`config.mk`:
```
export PLATFORM = sky130hd
export DESIGN_NAME = cod_top
export DESIGN_NICKNAME = d
export VERILOG_FILES = /design/src/core/cod_pkg.sv /design/src/core/cod_avs.sv /design/src/core/cod_tick.sv /design/src/core/cod_top.sv
export SDC_FILE = /design/constraint.sdc
export NUM_CORES = 1
export LEC_CHECK = 0
export BUFFER_PORTS_ARGS = -buffer_cell sky130_fd_sc_hd__clkbuf_2
export CAP_MARGIN = 5
export CORE_ASPECT_RATIO = 1.4
export CORE_MARGIN = 4
export CORE_UTILIZATION = 35
export DETAILED_ROUTE_END_ITERATION = 8
export HOLD_SLACK_MARGIN = 0.05
export MAX_ROUTING_LAYER = met4
export SYNTH_ARGS = -nofsm -noshare
export SYNTH_HDL_FRONTEND = slang
export SYNTH_SLANG_ARGS = --single-unit
```
`constraint.sdc`:
```
create_clock -name CORE_CLK -period 4.65 [get_ports CORE_CLK]
set_clock_uncertainty 0.15 [all_clocks]
set_input_delay 0.465 -clock CORE_CLK [delete_from_list [all_inputs] [get_ports CORE_CLK]]
set_output_delay 0.465 -clock CORE_CLK [all_outputs]
set_load 0.01 [all_outputs]
```
`src/core/cod_pkg.sv`:
```
// Package for the clock output divider: register map, field layout, timing constants
package cod_pkg;

	// Bus geometry
	localparam int ADDR_W = 4;
	localparam int DATA_W = 32;
	localparam int BE_W = 4;

	// Register byte offsets
	localparam logic [ADDR_W-1:0] OFS_CONFIG = 4'h0;
	localparam logic [ADDR_W-1:0] OFS_CONTROL = 4'h4;
	localparam logic [ADDR_W-1:0] OFS_STATUS = 4'h8;

	// Field layout of output_clock_config
	localparam int CFG_W = 8;
	localparam int CFG_CLR_BIT = 7;
	localparam int CFG_INV_BIT = 6;
	localparam int CFG_SYM_BIT = 5;
	localparam int CFG_DIV_LSB = 0;
	localparam int DIV_W = 5;

	// Field layout of the control register
	localparam int CTL_EN_BIT = 0;
	localparam int CTL_PORT_LSB = 1;
	localparam int PORT_W = 2;

	// Field layout of the status register
	localparam int STS_IDLE_BIT = 0;
	localparam int STS_RUN_BIT = 1;

	// Reset values
	localparam logic [DIV_W-1:0] DIV_RESET = 5'h00;
	localparam logic [PORT_W-1:0] PORT_RESET = 2'h0;
	localparam logic [DATA_W-1:0] RDATA_ZERO = 32'h0000_0000;

	// Factors up to this one pass the oscillator straight through
	localparam logic [DIV_W-1:0] DIV_PASS_MAX = 5'h01;

	// Half-period counter of the generator
	localparam int HCNT_W = DIV_W + 1;
	localparam logic [HCNT_W-1:0] HCNT_ONE = 6'h01;
	localparam logic [HCNT_W-1:0] HCNT_ZERO = 6'h00;

	// Timing: core clock and oscillator in MHz; half-period ticks need twice the rate
	localparam int CORE_MHZ = 125;
	localparam int OSC_MHZ = 24;
	localparam int ACC_W = 8;
	localparam logic [ACC_W-1:0] ACC_MOD = ACC_W'(CORE_MHZ);
	localparam logic [ACC_W-1:0] ACC_STEP = ACC_W'(2 * OSC_MHZ);
	localparam logic [ACC_W-1:0] ACC_ZERO = 8'h00;

	// Generator state
	typedef enum logic {
		COD_IDLE,
		COD_RUN
	} cod_state_e;

endpackage : cod_pkg

```
`src/core/cod_avs.sv`:
```
// Avalon-MM slave handshake: one wait cycle, registered read data
`timescale 1ns/100ps
`default_nettype none
module cod_avs (
	// Clock and reset
	input wire logic clk,
	input wire logic srst,
	// Bus side
	input wire logic avs_read,
	input wire logic avs_write,
	output logic [cod_pkg::DATA_W-1:0] avs_readdata,
	output logic avs_waitrequest,
	// Register side
	input wire logic [cod_pkg::DATA_W-1:0] rd_value,
	output logic wr_stb
);
	import cod_pkg::*;

	logic req;

	assign req = avs_read | avs_write;
	// Write lands on the edge where the master sees waitrequest low
	assign wr_stb = avs_write & ~avs_waitrequest;

	// Waitrequest idles high; drops for one cycle after a request is seen
	always_ff @(posedge clk) begin
		if (srst) begin
			avs_waitrequest <= 1'b1;
		end else begin
			avs_waitrequest <= ~(req & avs_waitrequest);
		end
	end

	always_ff @(posedge clk) begin
		if (srst) begin
			avs_readdata <= RDATA_ZERO;
		end else if (avs_read & avs_waitrequest) begin
			avs_readdata <= rd_value;
		end
	end

endmodule : cod_avs
`default_nettype wire

```
`src/core/cod_tick.sv`:
```
// Fractional rate generator: half-period ticks of the 24 MHz oscillator
`timescale 1ns/100ps
`default_nettype none
module cod_tick (
	// Clock and reset
	input wire logic clk,
	input wire logic srst,
	// Tick output
	output logic half_tick
);
	import cod_pkg::*;

	logic [ACC_W-1:0] acc_q;
	logic [ACC_W-1:0] acc_d;
	logic [ACC_W-1:0] acc_sum;
	logic wrap;

	// Average rate is exact; each tick jitters by one core cycle
	assign acc_sum = acc_q + ACC_STEP;
	assign wrap = (acc_sum >= ACC_MOD);
	assign acc_d = wrap ? (acc_sum - ACC_MOD) : acc_sum;

	always_ff @(posedge clk) begin
		if (srst) begin
			acc_q <= ACC_ZERO;
			half_tick <= 1'b0;
		end else begin
			acc_q <= acc_d;
			half_tick <= wrap;
		end
	end

endmodule : cod_tick
`default_nettype wire

```
`src/core/cod_top.sv`:
```
// Clock output divider top: registers, period generator and output stage
//
// Functional notes
// - With duty balance set the output is high and low for equal halves at any factor.
// - With duty balance clear and odd factors of three or more the low part is one oscillator cycle shorter.
// - Factors zero and one pass the oscillator clock straight to the output.
// - Factors above one divide the oscillator by exactly that factor.
// - Clearing the enable lets the running period finish before the output idles.
// - The factor may be written any time and is used from the next period on.
// - The clear bit reads back whether the generator has reached idle or runs a pass-through factor.
// - Writing one to the clear bit resets the divider at once, output at its idle level (low unless the written inversion bit is set), new factor live.
// - The clear bit reads one when idle and zero while a factor of two or more runs.
// - Inversion is the last output stage, sets the idle level, and acts at once.
// - The output rate comes only from the oscillator, not from the system divider.
//
// The Avalon-MM interface to the registers and the address map were left to the implementer.
`timescale 1ns/100ps
`default_nettype none
module cod_top (
	// Clock and reset
	input wire logic CORE_CLK,
	input wire logic SRST,
	// Avalon-MM slave
	input wire logic [cod_pkg::ADDR_W-1:0] AVS_ADDRESS,
	input wire logic AVS_READ,
	input wire logic AVS_WRITE,
	input wire logic [cod_pkg::DATA_W-1:0] AVS_WRITEDATA,
	input wire logic [cod_pkg::BE_W-1:0] AVS_BYTEENABLE,
	output logic [cod_pkg::DATA_W-1:0] AVS_READDATA,
	output logic AVS_WAITREQUEST,
	// Generated clock toward the pins
	output logic CLK_OUT,
	output logic [cod_pkg::PORT_W-1:0] CLK_OUT_PORT_EN
);
	import cod_pkg::*;

	////////////////////////////////////////////////////////////////////////
	// Decoding helpers

	function automatic logic reg_hit(input logic [ADDR_W-1:0] addr,
			input logic [ADDR_W-1:0] ofs);
		reg_hit = (addr == ofs);
	endfunction : reg_hit

	// Factors below two behave as one
	function automatic logic [DIV_W-1:0] eff_div(input logic [DIV_W-1:0] div);
		eff_div = (div <= DIV_PASS_MAX) ? DIV_PASS_MAX : div;
	endfunction : eff_div

	////////////////////////////////////////////////////////////////////////
	// Declarations

	logic wr_stb;
	logic lane0;
	logic wr_cfg;
	logic wr_ctl;
	logic clr_wr;
	logic [DATA_W-1:0] rd_value;
	logic [CFG_W-1:0] cfg_rd;
	logic [DATA_W-1:0] ctl_rd;
	logic [DATA_W-1:0] sts_rd;

	logic hit_cfg;
	logic hit_ctl;
	logic hit_sts;
	logic wr_inv;
	logic wr_sym;
	logic wr_en;
	logic [PORT_W-1:0] wr_port;

	logic idle_q;
	logic running_q;

	logic inv_q;
	logic sym_q;
	logic [DIV_W-1:0] div_q;
	logic en_q;
	logic [DIV_W-1:0] wr_div;

	logic half_tick;
	logic osc_phase_q;
	logic start_ok;
	logic go;

	cod_state_e state_q;
	cod_state_e state_d;
	logic [HCNT_W-1:0] hcnt_q;
	logic [HCNT_W-1:0] hcnt_d;
	logic [DIV_W-1:0] cur_div_q;
	logic [DIV_W-1:0] cur_div_d;
	logic cur_sym_q;
	logic cur_sym_d;

	logic [DIV_W-1:0] n_eff;
	logic pass;
	logic [HCNT_W-1:0] hcnt_last;
	logic [HCNT_W-1:0] low_len;
	logic period_end;
	logic running;
	logic idle;
	logic core_level;
	logic lvl_pass;
	logic lvl_div;

	////////////////////////////////////////////////////////////////////////
	// Bus slave and oscillator rate

	cod_avs u_avs (
		.clk(CORE_CLK),
		.srst(SRST),
		.avs_read(AVS_READ),
		.avs_write(AVS_WRITE),
		.avs_readdata(AVS_READDATA),
		.avs_waitrequest(AVS_WAITREQUEST),
		.rd_value(rd_value),
		.wr_stb(wr_stb)
	);

	// Rate is fixed to the oscillator, no system divider enters here
	cod_tick u_tick (
		.clk(CORE_CLK),
		.srst(SRST),
		.half_tick(half_tick)
	);

	////////////////////////////////////////////////////////////////////////
	// Address decode

	// One decode feeds both the write strobes and the read mux
	assign hit_cfg = reg_hit(AVS_ADDRESS, OFS_CONFIG);
	assign hit_ctl = reg_hit(AVS_ADDRESS, OFS_CONTROL);
	assign hit_sts = reg_hit(AVS_ADDRESS, OFS_STATUS);

	////////////////////////////////////////////////////////////////////////
	// Register writes

	assign lane0 = AVS_BYTEENABLE[0];
	assign wr_cfg = wr_stb & lane0 & hit_cfg;
	assign wr_ctl = wr_stb & lane0 & hit_ctl;
	assign clr_wr = wr_cfg & AVS_WRITEDATA[CFG_CLR_BIT];
	assign wr_div = AVS_WRITEDATA[CFG_DIV_LSB +: DIV_W];
	assign wr_inv = AVS_WRITEDATA[CFG_INV_BIT];
	assign wr_sym = AVS_WRITEDATA[CFG_SYM_BIT];
	assign wr_en = AVS_WRITEDATA[CTL_EN_BIT];
	assign wr_port = AVS_WRITEDATA[CTL_PORT_LSB +: PORT_W];

	// Factor is only staged here; the generator takes it at a boundary
	always_ff @(posedge CORE_CLK) begin
		if (SRST) begin
			inv_q <= 1'b0;
			sym_q <= 1'b0;
			div_q <= DIV_RESET;
		end else if (wr_cfg) begin
			inv_q <= wr_inv;
			sym_q <= wr_sym;
			div_q <= wr_div;
		end
	end

	// Enable and pin routing; routing is independent of the waveform enable
	always_ff @(posedge CORE_CLK) begin
		if (SRST) begin
			en_q <= 1'b0;
			CLK_OUT_PORT_EN <= PORT_RESET;
		end else if (wr_ctl) begin
			en_q <= wr_en;
			CLK_OUT_PORT_EN <= wr_port;
		end
	end

	////////////////////////////////////////////////////////////////////////
	// Register reads

	// Top bit of the config word reads as the idle flag
	assign cfg_rd = {idle_q, inv_q, sym_q, div_q};
	assign ctl_rd = {{(DATA_W-PORT_W-1){1'b0}}, CLK_OUT_PORT_EN, en_q};
	assign sts_rd = {{(DATA_W-2){1'b0}}, running_q, idle_q};

	// Unmapped offsets read as zero
	assign rd_value = hit_cfg ? {{(DATA_W-CFG_W){1'b0}}, cfg_rd} :
		hit_ctl ? ctl_rd :
		hit_sts ? sts_rd : RDATA_ZERO;

	////////////////////////////////////////////////////////////////////////
	// Oscillator phase

	// Phase level mirrors the oscillator; a period always starts on its low half
	always_ff @(posedge CORE_CLK) begin
		if (SRST) begin
			osc_phase_q <= 1'b0;
		end else if (half_tick) begin
			osc_phase_q <= ~osc_phase_q;
		end
	end

	assign start_ok = half_tick & osc_phase_q;
	assign go = en_q & start_ok;

	////////////////////////////////////////////////////////////////////////
	// Period geometry

	assign n_eff = eff_div(cur_div_q);
	assign pass = (cur_div_q <= DIV_PASS_MAX);
	// Period is 2N half ticks, last index 2N-1
	assign hcnt_last = {n_eff, 1'b0} - HCNT_ONE;
	// Balanced: N halves low; otherwise whole cycles, low one shorter when odd
	assign low_len = cur_sym_q ? {1'b0, n_eff} : {1'b0, n_eff[DIV_W-1:1], 1'b0};
	assign period_end = half_tick & (hcnt_q == hcnt_last);

	assign running = (state_q == COD_RUN);
	// A running pass-through counts as idle for polling
	assign idle = ~(running & ~pass);

	////////////////////////////////////////////////////////////////////////
	// Status flags

	// Flags move with the output flop, so idle never reads ahead of the pin
	always_ff @(posedge CORE_CLK) begin
		if (SRST) begin
			idle_q <= 1'b1;
			running_q <= 1'b0;
		end else begin
			idle_q <= idle;
			running_q <= running;
		end
	end

	////////////////////////////////////////////////////////////////////////
	// Generator state machine

	always_comb begin
		state_d = state_q;
		hcnt_d = hcnt_q;
		cur_div_d = cur_div_q;
		cur_sym_d = cur_sym_q;
		case (state_q)
			COD_IDLE: begin
				// A clear while stopped only reloads the settings
				if (clr_wr) begin
					cur_div_d = wr_div;
					cur_sym_d = wr_sym;
					hcnt_d = HCNT_ZERO;
				end else if (go) begin
					state_d = COD_RUN;
					hcnt_d = HCNT_ZERO;
					cur_div_d = div_q;
					cur_sym_d = sym_q;
				end
			end
			COD_RUN: begin
				if (clr_wr) begin
					// Abandon the period, new factor takes over at once
					state_d = COD_IDLE;
					hcnt_d = HCNT_ZERO;
					cur_div_d = wr_div;
					cur_sym_d = wr_sym;
				end else if (period_end) begin
					hcnt_d = HCNT_ZERO;
					if (en_q) begin
						cur_div_d = div_q;
						cur_sym_d = sym_q;
					end else begin
						state_d = COD_IDLE;
					end
				end else if (half_tick) begin
					hcnt_d = hcnt_q + HCNT_ONE;
				end
			end
			default: begin
				state_d = COD_IDLE;
				hcnt_d = HCNT_ZERO;
			end
		endcase
	end

	always_ff @(posedge CORE_CLK) begin
		if (SRST) begin
			state_q <= COD_IDLE;
			hcnt_q <= HCNT_ZERO;
			cur_div_q <= DIV_RESET;
			cur_sym_q <= 1'b0;
		end else begin
			state_q <= state_d;
			hcnt_q <= hcnt_d;
			cur_div_q <= cur_div_d;
			cur_sym_q <= cur_sym_d;
		end
	end

	////////////////////////////////////////////////////////////////////////
	// Output stage

	// Low part first; pass-through follows the oscillator phase
	assign lvl_pass = hcnt_q[0];
	assign lvl_div = (hcnt_q >= low_len);
	assign core_level = running & (pass ? lvl_pass : lvl_div);

	// Inversion sits last so a change shows at once, glitch possible
	always_ff @(posedge CORE_CLK) begin
		if (SRST) begin
			CLK_OUT <= 1'b0;
		end else begin
			CLK_OUT <= core_level ^ inv_q;
		end
	end

endmodule : cod_top
`default_nettype wire

```
==> impl_metrics.ini <==
[critical_path]
crit_required_ns = 4.65
critPathBufInv = 0
critPathKind = reg2reg
crit_path_cell_trace = nor4_4 > nor2_1 > ha_1 > xnor2_1 > xnor2_1 > nor4_4 > nand4_2 > a221oi_1 > a311oi_1
worst-path-max-fanout = 12
cpPeakStageDelay_ns = 0.48
worstSetupEndpointType = register
arrival_ns = 2.97
crit_slowest_cell = nor4_4
critPathLaunchType = register
critical_path.top_delay_family = simple AND/OR/NAND/NOR gates

[yosys]
synth_flop_cell = dfxtp_1
netlist_area_sq_um = 2519
yosysSeqAreaShare_pct = 35.77
yosys.area_share.simple_pct = 22.01
synthDistinctLibCells = 46
ys_ff_latch = 45
synth_edf_count = 0
netlist_instances = 282
yosys.area_share.adder_pct = 5.464
synthArstFlopShare_pct = 0
synth.area.top_cells = dfxtp_1 (36%), buf_4 (7.5%), ha_1 (5.5%), nor2_1 (5.2%), mux2i_1 (4.8%)
synth_xor_area_share_pct = 6.259
synth_area_per_cell_sq_um = 8.931
synth-compound-area-share_pct = 13.36
synth_top_area_share_pct = 35.77
synth_top_family_by_area = simple AND/OR/NAND/NOR gates
muxShareOfSynthArea_pct = 5.216
synth_top_cell_by_area = dfxtp_1
ys.warnings.count = 0

[clock_network]
cts_root_buf = clkbuf_8
cts_setup_buffers = 0
cts_resized = 0
clock-sinks = 45
cts_buffers = 5
clk_pin_slew_worst_paths_ns = 0.09
cts_hold_buf = 0
clkLatencyLatePin_ns = 0.30
cts_tree = done
htreeDepth = 2
cts_buffer_depth = 2

[placed_design]
numPortBuffers = 28
place.gp.congestion = 0.8097
place_worst_setup_slack_ns = 1.694
dp_hpwl_um = 3883
dpl-instance-area_sq_um = 2631

[status]
status = finished clean

[sta]
setup-tns-final_ns = 0
max_freq_mhz = 336.8
fin_ws_ns = 1.681
period_minus_slack_ns = 2.969
worst_pin_slew_ns = 0.8611
whs_ns = 0.2252
hold_violations = 0
rsz0062_at_grt = no
min_period_over_period_pct = 63.86
setup_viol = 0
drv_slew = 0
slew_headroom_pct = 42.38

[layout]
final_common_cell = dfxtp_1
final_cell_mix = dfxtp_1 (45), nor2_1 (35), clkbuf_2 (28), conb_1 (24), inv_1 (17)
drive_above_1_share_pct = 15.96
final-seq-area_sq_um = 900.9
final_nets = 361
n_antenna_cell = 0
fin_area_sq_um = 2718
syn_to_final_growth_pct = 7.899
multiInputGateArea_sq_um = 1408
fillCellCount = 701

[drt]
wl_per_cell_um = 12.38
viasPerCell = 4.766
drt_wl_total_um = 4976
via_count = 1916
first_pass_iters = 4
ant_nets = 0
drcViolationCount = 0
drtIter0Drc = 83

[global_route]
grt_pass1_vias = 1859
overflow = 0
grt_max_degree = 40
grt_pass1_wl_um = 8514
grtUsageTotal_pct = 12.74
antenna_found_initial = 0

[die]
core-area_sq_um = 6982
die_h_um = 108.4
start_util_pct = 36.08
io_pins = 80
rows = 36
dieArea_sq_um = 8637
die_w_um = 79.70

[power]
power_density_nw_per_um2 = 266.2
irDropWorstVdd_mv = 0.1819
power_leakage_nw = 1.045

[hold_path]
hp-class = in2reg

[flow_run]
cap_violations = 0
## synth_stat cells, drive strengths merged, types with 2 or more instances
library cell / instances
xnor2: 12
ha: 11
o22ai: 3
a311oi: 6
a21o: 2
nor3: 6
a221oi: 6
dfxtp: 45
nor2b: 3
nor4: 6
nor2: 35
clkbuf: 5
o21ai: 5
nand2b: 3
a21oi: 14
buf: 29
or3: 2
inv: 17
mux2i: 12
nand3: 9
xor2: 6
and2: 9
nand4: 4
or4: 2
o2111ai: 3
and3: 2
nand2: 11
nor3b: 3
## per-stage QoR
stage	power, mW	util, %	std cells
after global placement	0.4917	37.69	394
after detailed placement	0.4934	37.69	394
after floorplan	0.4841	-	305
final	0.7233	38.92	402
after CTS	0.7334	38.92	402
after global routing	0.7621	38.92	402
## worst reg2reg max path: cells and delay by family, from the launching register on
kind | cells | cell delay [ns]
compound gates | 2 | 0.49
xor+xnor | 2 | 0.33
fa+ha+maj | 1 | 0.24
flops | 1 | 0.38
simple gates | 4 | 1.22
## sequential cells by signal, summed over array words and instances, names as in the netlist, 2 cells and up
signal	count
u_avs.avs_readdata	8
div_q	5
CLK_OUT_PORT_EN	2
hcnt_q	6
cur_div_q	5
u_tick.acc_q	8
## logic make-up (layout without fill, tap and decap cells)
logic type / count (synthesis) / after routing
other: 1 / 24
multiplexers: 13 / 13
AND/OR/NAND/NOR: 98 / 98
flip-flops: 45 / 45
buffers and inverters: 51 / 53
XOR/XNOR: 18 / 18
AO/OA/AOI/OAI: 45 / 45
adder cells (fa/ha/maj): 11 / 11
## cell type report
cell class / count / share of cell area [%]
Inverter: 17 / 2.348
Sequential cell: 45 / 33.15
Clock inverter: 3 / 0.6446
Clock buffer: 5 / 2.532
Multi-Input combinational cell: 209 / 51.80
Timing Repair Buffer: 28 / 5.157
Tap cell: 95 / 4.374
## final timing paths
| kind | startpoint | slack [ns] | to | cells past startpoint |
|---|---|---|---|---|
| setup / recovery | cur_div_q[2] | 1.68 | cur_div_q[0] | 9 |
| hold / removal | AVS_WRITE | 0.23 | u_avs.avs_waitrequest | 2 |
| setup reg to reg | cur_div_q[2] | 1.68 | cur_div_q[0] | 9 |
| hold reg to reg | u_avs.avs_waitrequest | 0.31 | u_avs.avs_waitrequest | 1 |
## where the power goes
part,internal (mW),total [mW],switching (mW)
combinational,0.0281,0.0813,0.0532
clock,0.104,0.240,0.136
sequential,0.395,0.402,0.00758
## metal layers
layer	vias to the layer above	track usage, %	routed length [um]
met3	5	1.750	209
met5	-	-	0
met4	0	5.160	82
li1	981	-	-
met2	46	22.64	2601
met1	884	14.17	2083
No activity file was read; power rests on OpenSTA's default activity.
